$ cat src/rtl/sirc_params.svh
// timing constants and reset values for the sir pulse codec
`ifndef SIRC_PARAMS_SVH
`define SIRC_PARAMS_SVH
`define SIRC_BIT_CLOCKS 16
`define SIRC_PULSE_START 4'h7
`define SIRC_PULSE_END 4'hA
`define SIRC_RX_LAST 4'hF
`define SIRC_SYNC_WIDTH 4
`define SIRC_SYNC_RESET 4'hE
`define SIRC_SYS_CLK_KHZ 250000
`define SIRC_OVS_MAX_KHZ 1843
`define SIRC_MIN_PULSE_NS 1600
`define SIRC_MIN_PULSE_CYCLES ((`SIRC_MIN_PULSE_NS * (`SIRC_SYS_CLK_KHZ / 1000) + 999) / 1000)
`endif

$ cat src/rtl/sirc_pkg.sv
// types shared by the sir pulse codec
package sirc_pkg;
  typedef enum logic {SIRC_RX_IDLE, SIRC_RX_LOW} sirc_rx_state_type;
endpackage : sirc_pkg

$ cat src/rtl/sirc_sync_if.sv
// interface between pin synchroniser and codec core
`timescale 1ns/1ps
`default_nettype none
interface sirc_sync_if #(parameter int WIDTH = 4);
  logic [WIDTH-1:0] raw;
  logic [WIDTH-1:0] synced;
  modport sync (input raw, output synced);
  modport core (output raw, input synced);
endinterface : sirc_sync_if
`default_nettype wire

$ cat src/rtl/sirc_codec.sv
// sir pulse encoder and decoder between a uart and an optical transceiver
`timescale 1ns/1ps
`default_nettype none
`include "sirc_params.svh"
module sirc_codec (
  input wire logic clk_sys,
  input wire logic arst_n,
  input wire logic codec_reset,
  input wire logic oversample_clock,
  input wire logic uart_tx_in,
  input wire logic optical_pulse_in,
  output logic optical_pulse_out,
  output logic uart_rx_out
);
  sirc_sync_if #(.WIDTH(`SIRC_SYNC_WIDTH)) sync_bus ();
  // bit 3 reset, 2 uart tx, 1 optical in, 0 oversample clock
  assign sync_bus.raw = {codec_reset, uart_tx_in, optical_pulse_in, oversample_clock};
  sirc_sync #(
    .WIDTH(`SIRC_SYNC_WIDTH),
    .RESET_VAL(`SIRC_SYNC_RESET)
  ) u_sync (
    .clk_sys(clk_sys),
    .arst_n(arst_n),
    .pins(sync_bus)
  );
  logic rst_s;
  logic tx_s;
  logic ir_s;
  logic ovs_s;
  assign rst_s = sync_bus.synced[3];
  assign tx_s = sync_bus.synced[2];
  assign ir_s = sync_bus.synced[1];
  assign ovs_s = sync_bus.synced[0];

  // edge detection on the sampled oversample clock and optical input
  logic ovs_d_reg;
  logic ir_d_reg;
  logic ovs_fall;
  logic ovs_rise;
  logic ir_fall;
  assign ovs_fall = ovs_d_reg & ~ovs_s;
  assign ovs_rise = ~ovs_d_reg & ovs_s;
  // only falling edges count, so positive pulses decode at their tail
  assign ir_fall = ir_d_reg & ~ir_s;
  always_ff @(posedge clk_sys or negedge arst_n) begin
    if (!arst_n) begin
      ovs_d_reg <= 1'b0;
      ir_d_reg <= 1'b1;
    end else begin
      ovs_d_reg <= ovs_s;
      ir_d_reg <= ir_s;
    end
  end

  // encoder: counter of oversample falling edges since transmit went low
  logic [3:0] enc_cnt_reg;
  logic [3:0] enc_cnt_next;
  logic tx_out_reg;
  logic tx_out_next;
  always_comb begin
    enc_cnt_next = enc_cnt_reg;
    tx_out_next = tx_out_reg;
    if (rst_s) begin
      enc_cnt_next = 4'h0;
      tx_out_next = 1'b0;
    end else if (tx_s) begin
      enc_cnt_next = 4'h0;
      tx_out_next = 1'b0;
    end else if (ovs_fall) begin
      // 4-bit wrap gives the sixteen-clock bit period with no extra compare
      enc_cnt_next = enc_cnt_reg + 4'h1;
      tx_out_next = (enc_cnt_next >= `SIRC_PULSE_START) &&
                    (enc_cnt_next < `SIRC_PULSE_END);
    end
  end
  always_ff @(posedge clk_sys or negedge arst_n) begin
    if (!arst_n) begin
      enc_cnt_reg <= 4'h0;
      tx_out_reg <= 1'b0;
    end else begin
      enc_cnt_reg <= enc_cnt_next;
      tx_out_reg <= tx_out_next;
    end
  end
  assign optical_pulse_out = tx_out_reg;

  // decoder: edge pending until next rising oversample edge, then sixteen low cycles
  sirc_pkg::sirc_rx_state_type dec_state_reg;
  sirc_pkg::sirc_rx_state_type dec_state_next;
  logic [3:0] dec_cnt_reg;
  logic [3:0] dec_cnt_next;
  logic pend_reg;
  logic pend_next;
  logic rx_out_reg;
  logic rx_out_next;
  always_comb begin
    dec_state_next = dec_state_reg;
    dec_cnt_next = dec_cnt_reg;
    pend_next = pend_reg;
    rx_out_next = rx_out_reg;
    if (rst_s) begin
      dec_state_next = sirc_pkg::SIRC_RX_IDLE;
      dec_cnt_next = 4'h0;
      pend_next = 1'b0;
      rx_out_next = 1'b1;
    end else begin
      if (ovs_rise) begin
        if (pend_reg) begin
          // a restart at the sixteenth edge keeps the line low across zeros
          dec_state_next = sirc_pkg::SIRC_RX_LOW;
          dec_cnt_next = 4'h0;
          rx_out_next = 1'b0;
        end else begin
          unique case (dec_state_reg)
            sirc_pkg::SIRC_RX_IDLE: begin
              rx_out_next = 1'b1;
            end
            sirc_pkg::SIRC_RX_LOW: begin
              dec_cnt_next = dec_cnt_reg + 4'h1;
              if (dec_cnt_reg == `SIRC_RX_LAST) begin
                dec_state_next = sirc_pkg::SIRC_RX_IDLE;
                rx_out_next = 1'b1;
              end
            end
          endcase
        end
        pend_next = 1'b0;
      end
      // a new edge wins over consumption in the same cycle
      if (ir_fall) begin
        pend_next = 1'b1;
      end
    end
  end
  always_ff @(posedge clk_sys or negedge arst_n) begin
    if (!arst_n) begin
      dec_state_reg <= sirc_pkg::SIRC_RX_IDLE;
      dec_cnt_reg <= 4'h0;
      pend_reg <= 1'b0;
      rx_out_reg <= 1'b1;
    end else begin
      dec_state_reg <= dec_state_next;
      dec_cnt_reg <= dec_cnt_next;
      pend_reg <= pend_next;
      rx_out_reg <= rx_out_next;
    end
  end
  assign uart_rx_out = rx_out_reg;

  a_tx_idle_low: assert property (@(posedge clk_sys) disable iff (!arst_n)
    tx_s |=> (!tx_out_reg && enc_cnt_reg == 4'h0))
    else $error("optical output or counter not idle while transmit high");
  a_tx_rise_seven: assert property (@(posedge clk_sys) disable iff (!arst_n)
    (!rst_s && !tx_s && ovs_fall && enc_cnt_reg == 4'h6) |=> tx_out_reg)
    else $error("pulse did not start at seventh falling edge");
  a_tx_fall_ten: assert property (@(posedge clk_sys) disable iff (!arst_n)
    (!rst_s && !tx_s && ovs_fall && enc_cnt_reg == 4'h9) |=> !tx_out_reg)
    else $error("pulse did not end at tenth falling edge");
  a_pulse_start_count: assert property (@(posedge clk_sys) disable iff (!arst_n)
    $rose(tx_out_reg) |-> enc_cnt_reg == `SIRC_PULSE_START)
    else $error("pulse began outside clock seven");
  a_pulse_window: assert property (@(posedge clk_sys) disable iff (!arst_n)
    tx_out_reg |-> (enc_cnt_reg >= 4'h7 && enc_cnt_reg <= 4'h9))
    else $error("pulse active outside clocks seven to ten");
  a_reset_clears: assert property (@(posedge clk_sys) disable iff (!arst_n)
    rst_s |=> (!tx_out_reg && enc_cnt_reg == 4'h0 && rx_out_reg && dec_cnt_reg == 4'h0))
    else $error("reset did not initialise codec");
  a_rx_drop_next: assert property (@(posedge clk_sys) disable iff (!arst_n)
    (!rst_s && ovs_rise && pend_reg) |=> (!rx_out_reg && dec_cnt_reg == 4'h0))
    else $error("receive output did not drop at rising edge");
  a_rx_low_end: assert property (@(posedge clk_sys) disable iff (!arst_n)
    (!rst_s && ovs_rise && !pend_reg && !rx_out_reg && dec_cnt_reg == 4'hF) |=> rx_out_reg)
    else $error("receive output not released after sixteen cycles");
  a_rx_hold_low: assert property (@(posedge clk_sys) disable iff (!arst_n)
    (!rst_s && !rx_out_reg && !(ovs_rise && dec_cnt_reg == 4'hF)) |=> !rx_out_reg)
    else $error("receive output rose early");
  a_rx_idle_high: assert property (@(posedge clk_sys) disable iff (!arst_n)
    (rx_out_reg && !pend_reg) |=> rx_out_reg)
    else $error("receive output fell without an optical edge");
  // a pulse cut by transmit high or codec reset ends with the counter cleared, any other at fall ten
  a_pulse_end_count: assert property (@(posedge clk_sys) disable iff (!arst_n)
    ($fell(tx_out_reg) && enc_cnt_reg != 4'h0) |-> enc_cnt_reg == `SIRC_PULSE_END)
    else $error("pulse ended outside clock ten");
  a_bit_period_wrap: assert property (@(posedge clk_sys) disable iff (!arst_n)
    (!rst_s && !tx_s && ovs_fall && enc_cnt_reg == 4'hF) |=> enc_cnt_reg == 4'h0)
    else $error("encoder counter did not wrap after sixteen clocks");
  a_dec_idle_state: assert property (@(posedge clk_sys) disable iff (!arst_n)
    (dec_state_reg == sirc_pkg::SIRC_RX_IDLE) |-> (rx_out_reg && dec_cnt_reg == 4'h0))
    else $error("idle decoder not high with cleared counter");
  a_dec_reset_state: assert property (@(posedge clk_sys) disable iff (!arst_n)
    rst_s |=> (dec_state_reg == sirc_pkg::SIRC_RX_IDLE && !pend_reg))
    else $error("reset did not return decoder to idle");
  a_rx_restart_low: assert property (@(posedge clk_sys) disable iff (!arst_n)
    (!rst_s && ovs_rise && pend_reg && dec_state_reg == sirc_pkg::SIRC_RX_LOW) |=>
    (dec_state_reg == sirc_pkg::SIRC_RX_LOW && !rx_out_reg))
    else $error("on-time edge did not keep receive output low");
  c_tx_pulse: cover property (@(posedge clk_sys) disable iff (!arst_n)
    $fell(tx_out_reg));
  c_rx_zero: cover property (@(posedge clk_sys) disable iff (!arst_n)
    $rose(rx_out_reg));
  c_rx_back_to_back: cover property (@(posedge clk_sys) disable iff (!arst_n)
    ovs_rise && pend_reg && !rx_out_reg && dec_cnt_reg == 4'hF);
  c_tx_cut: cover property (@(posedge clk_sys) disable iff (!arst_n)
    tx_s && tx_out_reg);
endmodule : sirc_codec
`default_nettype wire

$ cat src/rtl/sirc_sync.sv
// two-stage synchroniser for the asynchronous pins
`timescale 1ns/1ps
`default_nettype none
module sirc_sync #(
  parameter int WIDTH = 4,
  parameter logic [WIDTH-1:0] RESET_VAL = '0
) (
  input wire logic clk_sys,
  input wire logic arst_n,
  sirc_sync_if.sync pins
);
  logic [WIDTH-1:0] stage1_reg;
  logic [WIDTH-1:0] stage2_reg;
  always_ff @(posedge clk_sys or negedge arst_n) begin
    if (!arst_n) begin
      stage1_reg <= RESET_VAL;
      stage2_reg <= RESET_VAL;
    end else begin
      stage1_reg <= pins.raw;
      stage2_reg <= stage1_reg;
    end
  end
  assign pins.synced = stage2_reg;
endmodule : sirc_sync
`default_nettype wire

$ cat config.mk
export PLATFORM = sky130hd
export DESIGN_NAME = sirc_codec
export DESIGN_NICKNAME = d
export VERILOG_FILES = /design/src/rtl/sirc_pkg.sv /design/src/rtl/sirc_sync_if.sv /design/src/rtl/sirc_codec.sv /design/src/rtl/sirc_sync.sv
export VERILOG_INCLUDE_DIRS = /design/src /design/src/rtl
export SDC_FILE = /design/constraint.sdc
export NUM_CORES = 1
export LEC_CHECK = 0
export ABC_AREA = 1
export BUFFER_PORTS_ARGS = -buffer_cell sky130_fd_sc_hd__buf_2
export CAP_MARGIN = 5
export CORE_MARGIN = 4
export CORE_UTILIZATION = 45
export CTS_BUF_LIST = sky130_fd_sc_hd__clkbuf_16
export CTS_CLUSTER_DIAMETER = 40
export CTS_CLUSTER_SIZE = 28
export DETAILED_ROUTE_END_ITERATION = 8
export SLEW_MARGIN = 30
export SYNTH_ARGS = -nofsm -noshare
export SYNTH_HDL_FRONTEND = slang
export SYNTH_SLANG_ARGS = --single-unit
$ cat constraint.sdc
create_clock -name clk_sys -period 3 [get_ports clk_sys]
set_clock_uncertainty 0.15 [all_clocks]
set_input_delay 0.6 -clock clk_sys [delete_from_list [all_inputs] [get_ports clk_sys]]
set_output_delay 0.6 -clock clk_sys [all_outputs]
set_load 0.02 [all_outputs]
==> summary.md, run 1 <==
| Metric | Value |
|---|---|
| Status | complete, no violations |
| Row cnt | 16 |
| CTS max path bufs | 2 |
| Cts hold-fix bufs | 0 |
| Via count | approximately 640 |
| Most numerous cell in the Yosys netlist | nand2_1 |
| H-tree Lvls | 1 |
| Post-synthesis register bit count | 22 |
| Critical-path top delay cell | dfstp_2 |
| Layout overhead on the synthesized area | 15.2% |
| CP endpoint kind | output pin |
| Yosys top cell area share | 0.361 |
| Data arrival, critical path | approximately 0.93 ns |
| Clk sinks | 22 |
| Post-DP HPWL | ~1.1 mm |
| GR Layer Usage met2 | 0.213 |
| Cells after synthesis | slightly below 100 |
| Antenna Cells | 0 |
| Fraction of layout cells with a size suffix above 1 | 0.264 |
| First-pass GRT wire length | around 2.8 mm |
| Post-CTS Repair Setup Buffers | 0 |
| Post-Syn Area per Cell | around 10 µm² |
| CTS Root Cell | clkbuf_16 |
| Full die area | between 2000 and 3000 µm² |
| Worst setup path start | uart_rx_out |
| Bufs and invs on worst path | 1 |
| Warnings from Yosys | 0 |
| Setup crit start kind | flop |
| WS Path Type | reg -> out |
| TNS Setup | 0 ns |
| Largest area contributor in the netlist | dfrtp_1 |
| Gr usage total | 0.137 |
| Top Ports | 8 |
| Final hold slack | 0.143 ns |
| Syn_nets | around 110 |
| Post-synthesis sequential area ratio | 0.577 |
| Core footprint | about 2000 µm² |
| Max_slew headroom | 0.691 |
| Ys async rst share | 1.00 |
| PortBufs | 7 |
| Max-cap violations | 0 |
| Commonest cells post-synth | 22 x nand2_1, 14 x dfrtp_1, 13 x inv_1 |
| CP max FO | 2 |
| DRT antenna net count | 0 |
| Worst slew pin tran | roughly 0.46 ns |
| Worst path cell trace | buf_2 |
| Reg2Reg Depth | 6 |
| Chip height | approximately 54 µm |
| Cell Pwr Density | between 500 and 600 nW/µm² |
| Yosys cell types | 19 |
| Die X | 54.5 µm |
| Fin. Hold Viols | 0 |
| Iteration-0 DRC Markers | 5 |
| Clock Pin Slew Worst Setup and Hold Paths | approximately 0.060 ns |
| GR Overflow Total | 0 |
| Max IR drop VDD | between 0.4 and 0.5 mV |
| TritonCTS clock tree | built |
| Synth Flop Type | dfrtp_1 |
| Initial antenna violation count | 0 |
| Number of global-route vias before repair | 660 |
| FF-to-FF setup slack | between 1.5 and 2 ns |
| WL final | approximately 1.5 mm |
| FF-to-FF End | optical_pulse_out |
| Routed vias/inst | 4.70 |
| Max Freq | 597 MHz |
| Post-synth EDFFs | 0 |
| Crit path required time | 2.25 ns |
| Largest net degree at the start of global routing | 23 |
| Synth area leaders | dfrtp_1 36%, dfstp_2 22%, nand2_1 8.5%, nand3_1 5.2%, inv_1 5.0% |
| Endpoints failing setup | 0 |
| Routed length per placed instance | about 11 µm |
| Crit path to | uart_rx_out |
| Residual DRC | 0 |
| Reg2reg start | enc_cnt_reg[0] |
| Met3 GRT Util | 0.0463 |
| CTS resizes | 0 |
| CTS buffer count | 3 |
| Min Tclk post-route | ~1.7 ns |
| Max stage delay on crit path | 0.52 ns |
| RSZ-0062 raised after global routing | false |
| Critical path depth | 1 |
| Syn Std Cell Area | roughly 970 µm² |
| Tightest Hold Check Type | in -> async |
| Latest clock arrival within the worst-skew pair | roughly 0.25 ns |
| Final period utilization | 0.558 |
| Leak pwr | approximately 0.00053 µW |
| Fin. max-slew vios | 0 |
| Critical path's top delay family | flip-flops |
| Initial Util | 0.485 |
| # nets final | 120 |
| Drt pass-1 iters | 2 |
| Most used routing layer | met2 |
| Routability congestion estimate | around 0.84 |
| Met1 global-route usage | 0.160 |
cell type report:
type / instances / area [µm²]
clock buffer: 3 / 75.1
fill: 177 / 883
clock inverter: 1 / 3.75
sequential: 22 / 561
inverter: 16 / 65.1
timing repair buffer: 7 / 35.0
multi-input combinational: 61 / 345
tap: 27 / 33.8
cells by family after synthesis:
family,after synthesis,share of synthesized area
and+or+nand+nor,46,0.251
DFF,22,0.577
buffers and inverters,16,0.0670
AOI/OAI and AO/OA,12,0.0657
adders and majority gates,3,0.0387
through the flow:
step | instances | area [µm²] | util | worst slack (ns) | total power, µW
final | 137 | 1120 | 0.559 | 1.32 | 662
after global routing | 137 | 1120 | 0.559 | 1.29 | 694
after CTS | 137 | 1120 | 0.559 | 1.31 | 672
after detailed placement | 133 | 1040 | 0.519 | 1.59 | 390
after global placement | 133 | 1040 | 0.519 | 1.60 | 388
after floorplan | 99 | 971 | - | 1.69 | 371
power by group:
part / internal [µW] / total, µW / leakage, µW / switching (µW)
Sequential: 319 / 330 / 0.000270 / 10.7
Combinational: 18.7 / 54.5 / 0.000224 / 35.8
Clock: 178 / 278 / 0.0000385 / 100
routing by layer:
layer | share of wire | up-vias
met1 | 0.48 | 294
met3 | 0.037 | 4
li1 | - | 335
met4 | 0.025 | 0
met2 | 0.46 | 11
met5 | 0 | -
placed cells by master (no fill, tap or decap):
cell / Yosys / layout
nand2_1: 22 / 22
clkbuf_16: 0 / 3
o21ai_0: 5 / 5
o31ai_1: 1 / 1
nor2_4: 2 / 2
o22ai_1: 1 / 1
clkinv_4: 1 / 1
inv_1: 13 / 13
nand4_1: 2 / 2
nand3_1: 10 / 10
o21ai_1: 3 / 3
dfstp_2: 8 / 8
nor2_1: 4 / 4
nand3_2: 1 / 1
a21oi_1: 2 / 2
ha_1: 3 / 3
nand2_2: 1 / 1
inv_2: 2 / 2
buf_2: 0 / 7
dfrtp_1: 14 / 14
nand2_4: 4 / 4
clkinv_1: 0 / 1
how the worst min path moves through the flow:
stage / cells past startpoint / start / end / slack [ns]
CTS: 1 / arst_n / dec_cnt_reg[0] / 0.16
detailed placement: 0 / u_sync.stage1_reg[0] / u_sync.pins.synced[0] / 0.19
floorplan: 0 / arst_n / dec_cnt_reg[0] / 0.15
global placement: 0 / u_sync.stage1_reg[0] / u_sync.pins.synced[0] / 0.19
global route: 1 / arst_n / dec_cnt_reg[3] / 0.18
finish: 1 / arst_n / dec_cnt_reg[2] / 0.14
Power figures use the tool's default switching activity.
==> inputs of run 2 (changes only) <==
--- a/config.mk
+++ b/config.mk
@@ -15,6 +15,7 @@
 export CTS_CLUSTER_DIAMETER = 40
 export CTS_CLUSTER_SIZE = 28
 export DETAILED_ROUTE_END_ITERATION = 8
+export PLACE_DENSITY = 0.65
 export SLEW_MARGIN = 30
 export SYNTH_ARGS = -nofsm -noshare
 export SYNTH_HDL_FRONTEND = slang
==> constraint.sdc (replaced) <==
create_clock -name clk_sys -period 1.4 [get_ports clk_sys]
set_clock_uncertainty 0.15 [all_clocks]
set_input_delay 0.28 -clock clk_sys [delete_from_list [all_inputs] [get_ports clk_sys]]
set_output_delay 0.28 -clock clk_sys [all_outputs]
set_load 0.02 [all_outputs]
==> summary.md, run 2 (synthesized netlist as in run 1, its figures left out) <==
| Metric | Value |
|---|---|
| WL final | around 1.6 mm |
| Final worst slack | ~0.045 ns |
| # nets final | approximately 130 |
| Max_slew headroom | 0.699 |
| Routability congestion estimate | approximately 0.8 |
| Full die area | 2960 µm² |
| Crit path required time | 0.97 ns |
| CP max FO | 2 |
| CTS buffer count | 3 |
| Layout overhead on the synthesized area | 21.5% |
| Fin. max-slew vios | 0 |
| Max stage delay on crit path | around 0.52 ns |
| Fraction of layout cells with a size suffix above 1 | 0.276 |
| Min Tclk post-route | 1.36 ns |
| Routed vias/inst | around 4.7 |
| Leak pwr | between 0.0005 and 0.0006 µW |
| Post-DP HPWL | around 1.1 mm |
| Residual DRC | 0 |
| CP endpoint kind | output pin |
| TNS Setup | 0 ns |
| Clk sinks | 22 |
| Setup crit start kind | flop |
| Latest clock arrival within the worst-skew pair | ~0.25 ns |
| Clock Power Share | 0.415 |
| CTS max path bufs | 2 |
| Endpoints failing setup | 0 |
| Die X | around 54 µm |
| First-pass GRT wire length | around 2.8 mm |
| Initial antenna violation count | 0 |
| Register cell area after layout | ~560 µm² |
| Post-placement cell area | 1040 µm² |
| FF-to-FF setup slack | approximately 0.11 ns |
| Gr usage total | 0.138 |
| Drt pass-1 iters | 4 |
| Max IR drop VDD | 1.02 mV |
| Reg2reg start | enc_cnt_reg[0] |
| Comb pwr share | 0.091 |
| Fillers | 184 |
| PortBufs | 7 |
| H-tree Lvls | 1 |
| Cell Pwr Density | 1210 nW/µm² |
| Reg2Reg Depth | 6 |
| Chip height | 54.5 µm |
| Worst path cell trace | buf_2 |
| Flop pwr share | 0.494 |
| Iteration-0 DRC Markers | 4 |
| FF-to-FF End | optical_pulse_out |
| Critical path's top delay family | flip-flops |
| Most common cell after layout, fill and taps aside | nand2_1 |
| Via count | about 680 |
| Critical path depth | 1 |
| Antenna Cells | 0 |
| DRT antenna net count | 0 |
| TritonCTS clock tree | built |
| Routed length per placed instance | 11.2 µm |
| Fin. Hold Viols | 0 |
| Status | complete, no violations |
| Data arrival, critical path | 0.93 ns |
| Initial Util | 0.485 |
| Sw Share | 0.222 |
| Tightest Hold Check Type | reg -> reg |
| Max-cap violations | 0 |
| WS Path Type | reg -> out |
| CTS Root Cell | clkbuf_16 |
| GR Overflow Total | 0 |
| Bufs and invs on worst path | 1 |
| Top Ports | 8 |
| RSZ-0062 raised after global routing | false |
| Largest net degree at the start of global routing | 23 |
| Max Freq | between 700 and 800 MHz |
| Number of global-route vias before repair | 694 |
| Critical-path top delay cell | dfstp_2 |
| Core footprint | about 2000 µm² |
| Design area | between 1000 and 1500 µm² |
| Sw power | approximately 320 µW |
| Worst setup path start | uart_rx_out |
| Crit path to | uart_rx_out |
| Row cnt | 16 |
| Commonest non-fill, non-tap cells in the layout | 22 x nand2_1, 13 x inv_1, 13 x dfrtp_1, 10 x nand3_1, 8 x dfstp_2 |
| Final period utilization | 0.968 |
| DP Worst Slack | between 0.06 and 0.07 ns |
| Worst slew pin tran | 0.451 ns |
| Clock Pin Slew Worst Setup and Hold Paths | approximately 0.06 ns |
| Hold depth | 0 |
| Area of the multi-input gates | ~350 µm² |
| P_int | 1110 µW |
## run 2: area by class of cell
cell class	instances	area share
well taps	27	0.0286
inverters	16	0.0551
multi-input cells	61	0.295
clock inverters	1	0.00318
repair buffers	13	0.0785
clock buffers	3	0.0636
flip-flops and latches	22	0.476
## run 2: what timing repair did
item                       4_1_cts  5_1_grt
setup endpoints to repair        0        2
gates resized for setup          0        3
hold endpoints to repair        18        0
buffers inserted                 0        1
hold buffers                     5        0
## run 2: stage by stage
| stage | utilization | std cells | power (µW) | hold WS [ns] |
|---|---|---|---|---|
| finish | 0.589 | 143 | 1430 | 0.200 |
| global route | 0.589 | 143 | 1490 | 0.213 |
| CTS | 0.584 | 142 | 1450 | 0.202 |
| detailed placement | 0.519 | 133 | 838 | 0.109 |
| global placement | 0.519 | 133 | 831 | 0.109 |
| floorplan | - | 99 | 796 | -0.166 |
## run 2: per-layer routing
| layer | routed length [µm] | global-route usage | vias up |
|---|---|---|---|
| li1 | - | - | 349 |
| met4 | 31 | 0.0622 | 0 |
| met1 | 696 | 0.158 | 316 |
| met5 | 0 | 0 | - |
| met2 | 827 | 0.241 | 8 |
| met3 | 47 | 0.0327 | 5 |
## run 2: power groups by stage
stage	registers [µW]	clock network (µW)	logic [µW]
2_1_floorplan	717	0	79.2
3_3_place_gp	716	0	115
3_5_place_dp	719	0	119
4_1_cts	709	609	130
5_1_grt	713	628	150
6_report	708	595	130
## run 2: how the worst min path moves through the flow
| stage | startpoint | endpoint | slack (ns) |
|---|---|---|---|
| 6_report | u_sync.stage1_reg[0] | u_sync.pins.synced[0] | 0.20 |
| 5_1_grt | u_sync.stage1_reg[3] | u_sync.pins.synced[3] | 0.21 |
| 4_1_cts | u_sync.stage1_reg[0] | u_sync.pins.synced[0] | 0.20 |
| 3_5_place_dp | arst_n | dec_cnt_reg[3] | 0.11 |
| 3_3_place_gp | arst_n | dec_cnt_reg[3] | 0.11 |
| 2_1_floorplan | arst_n | dec_cnt_reg[0] | -0.17 |
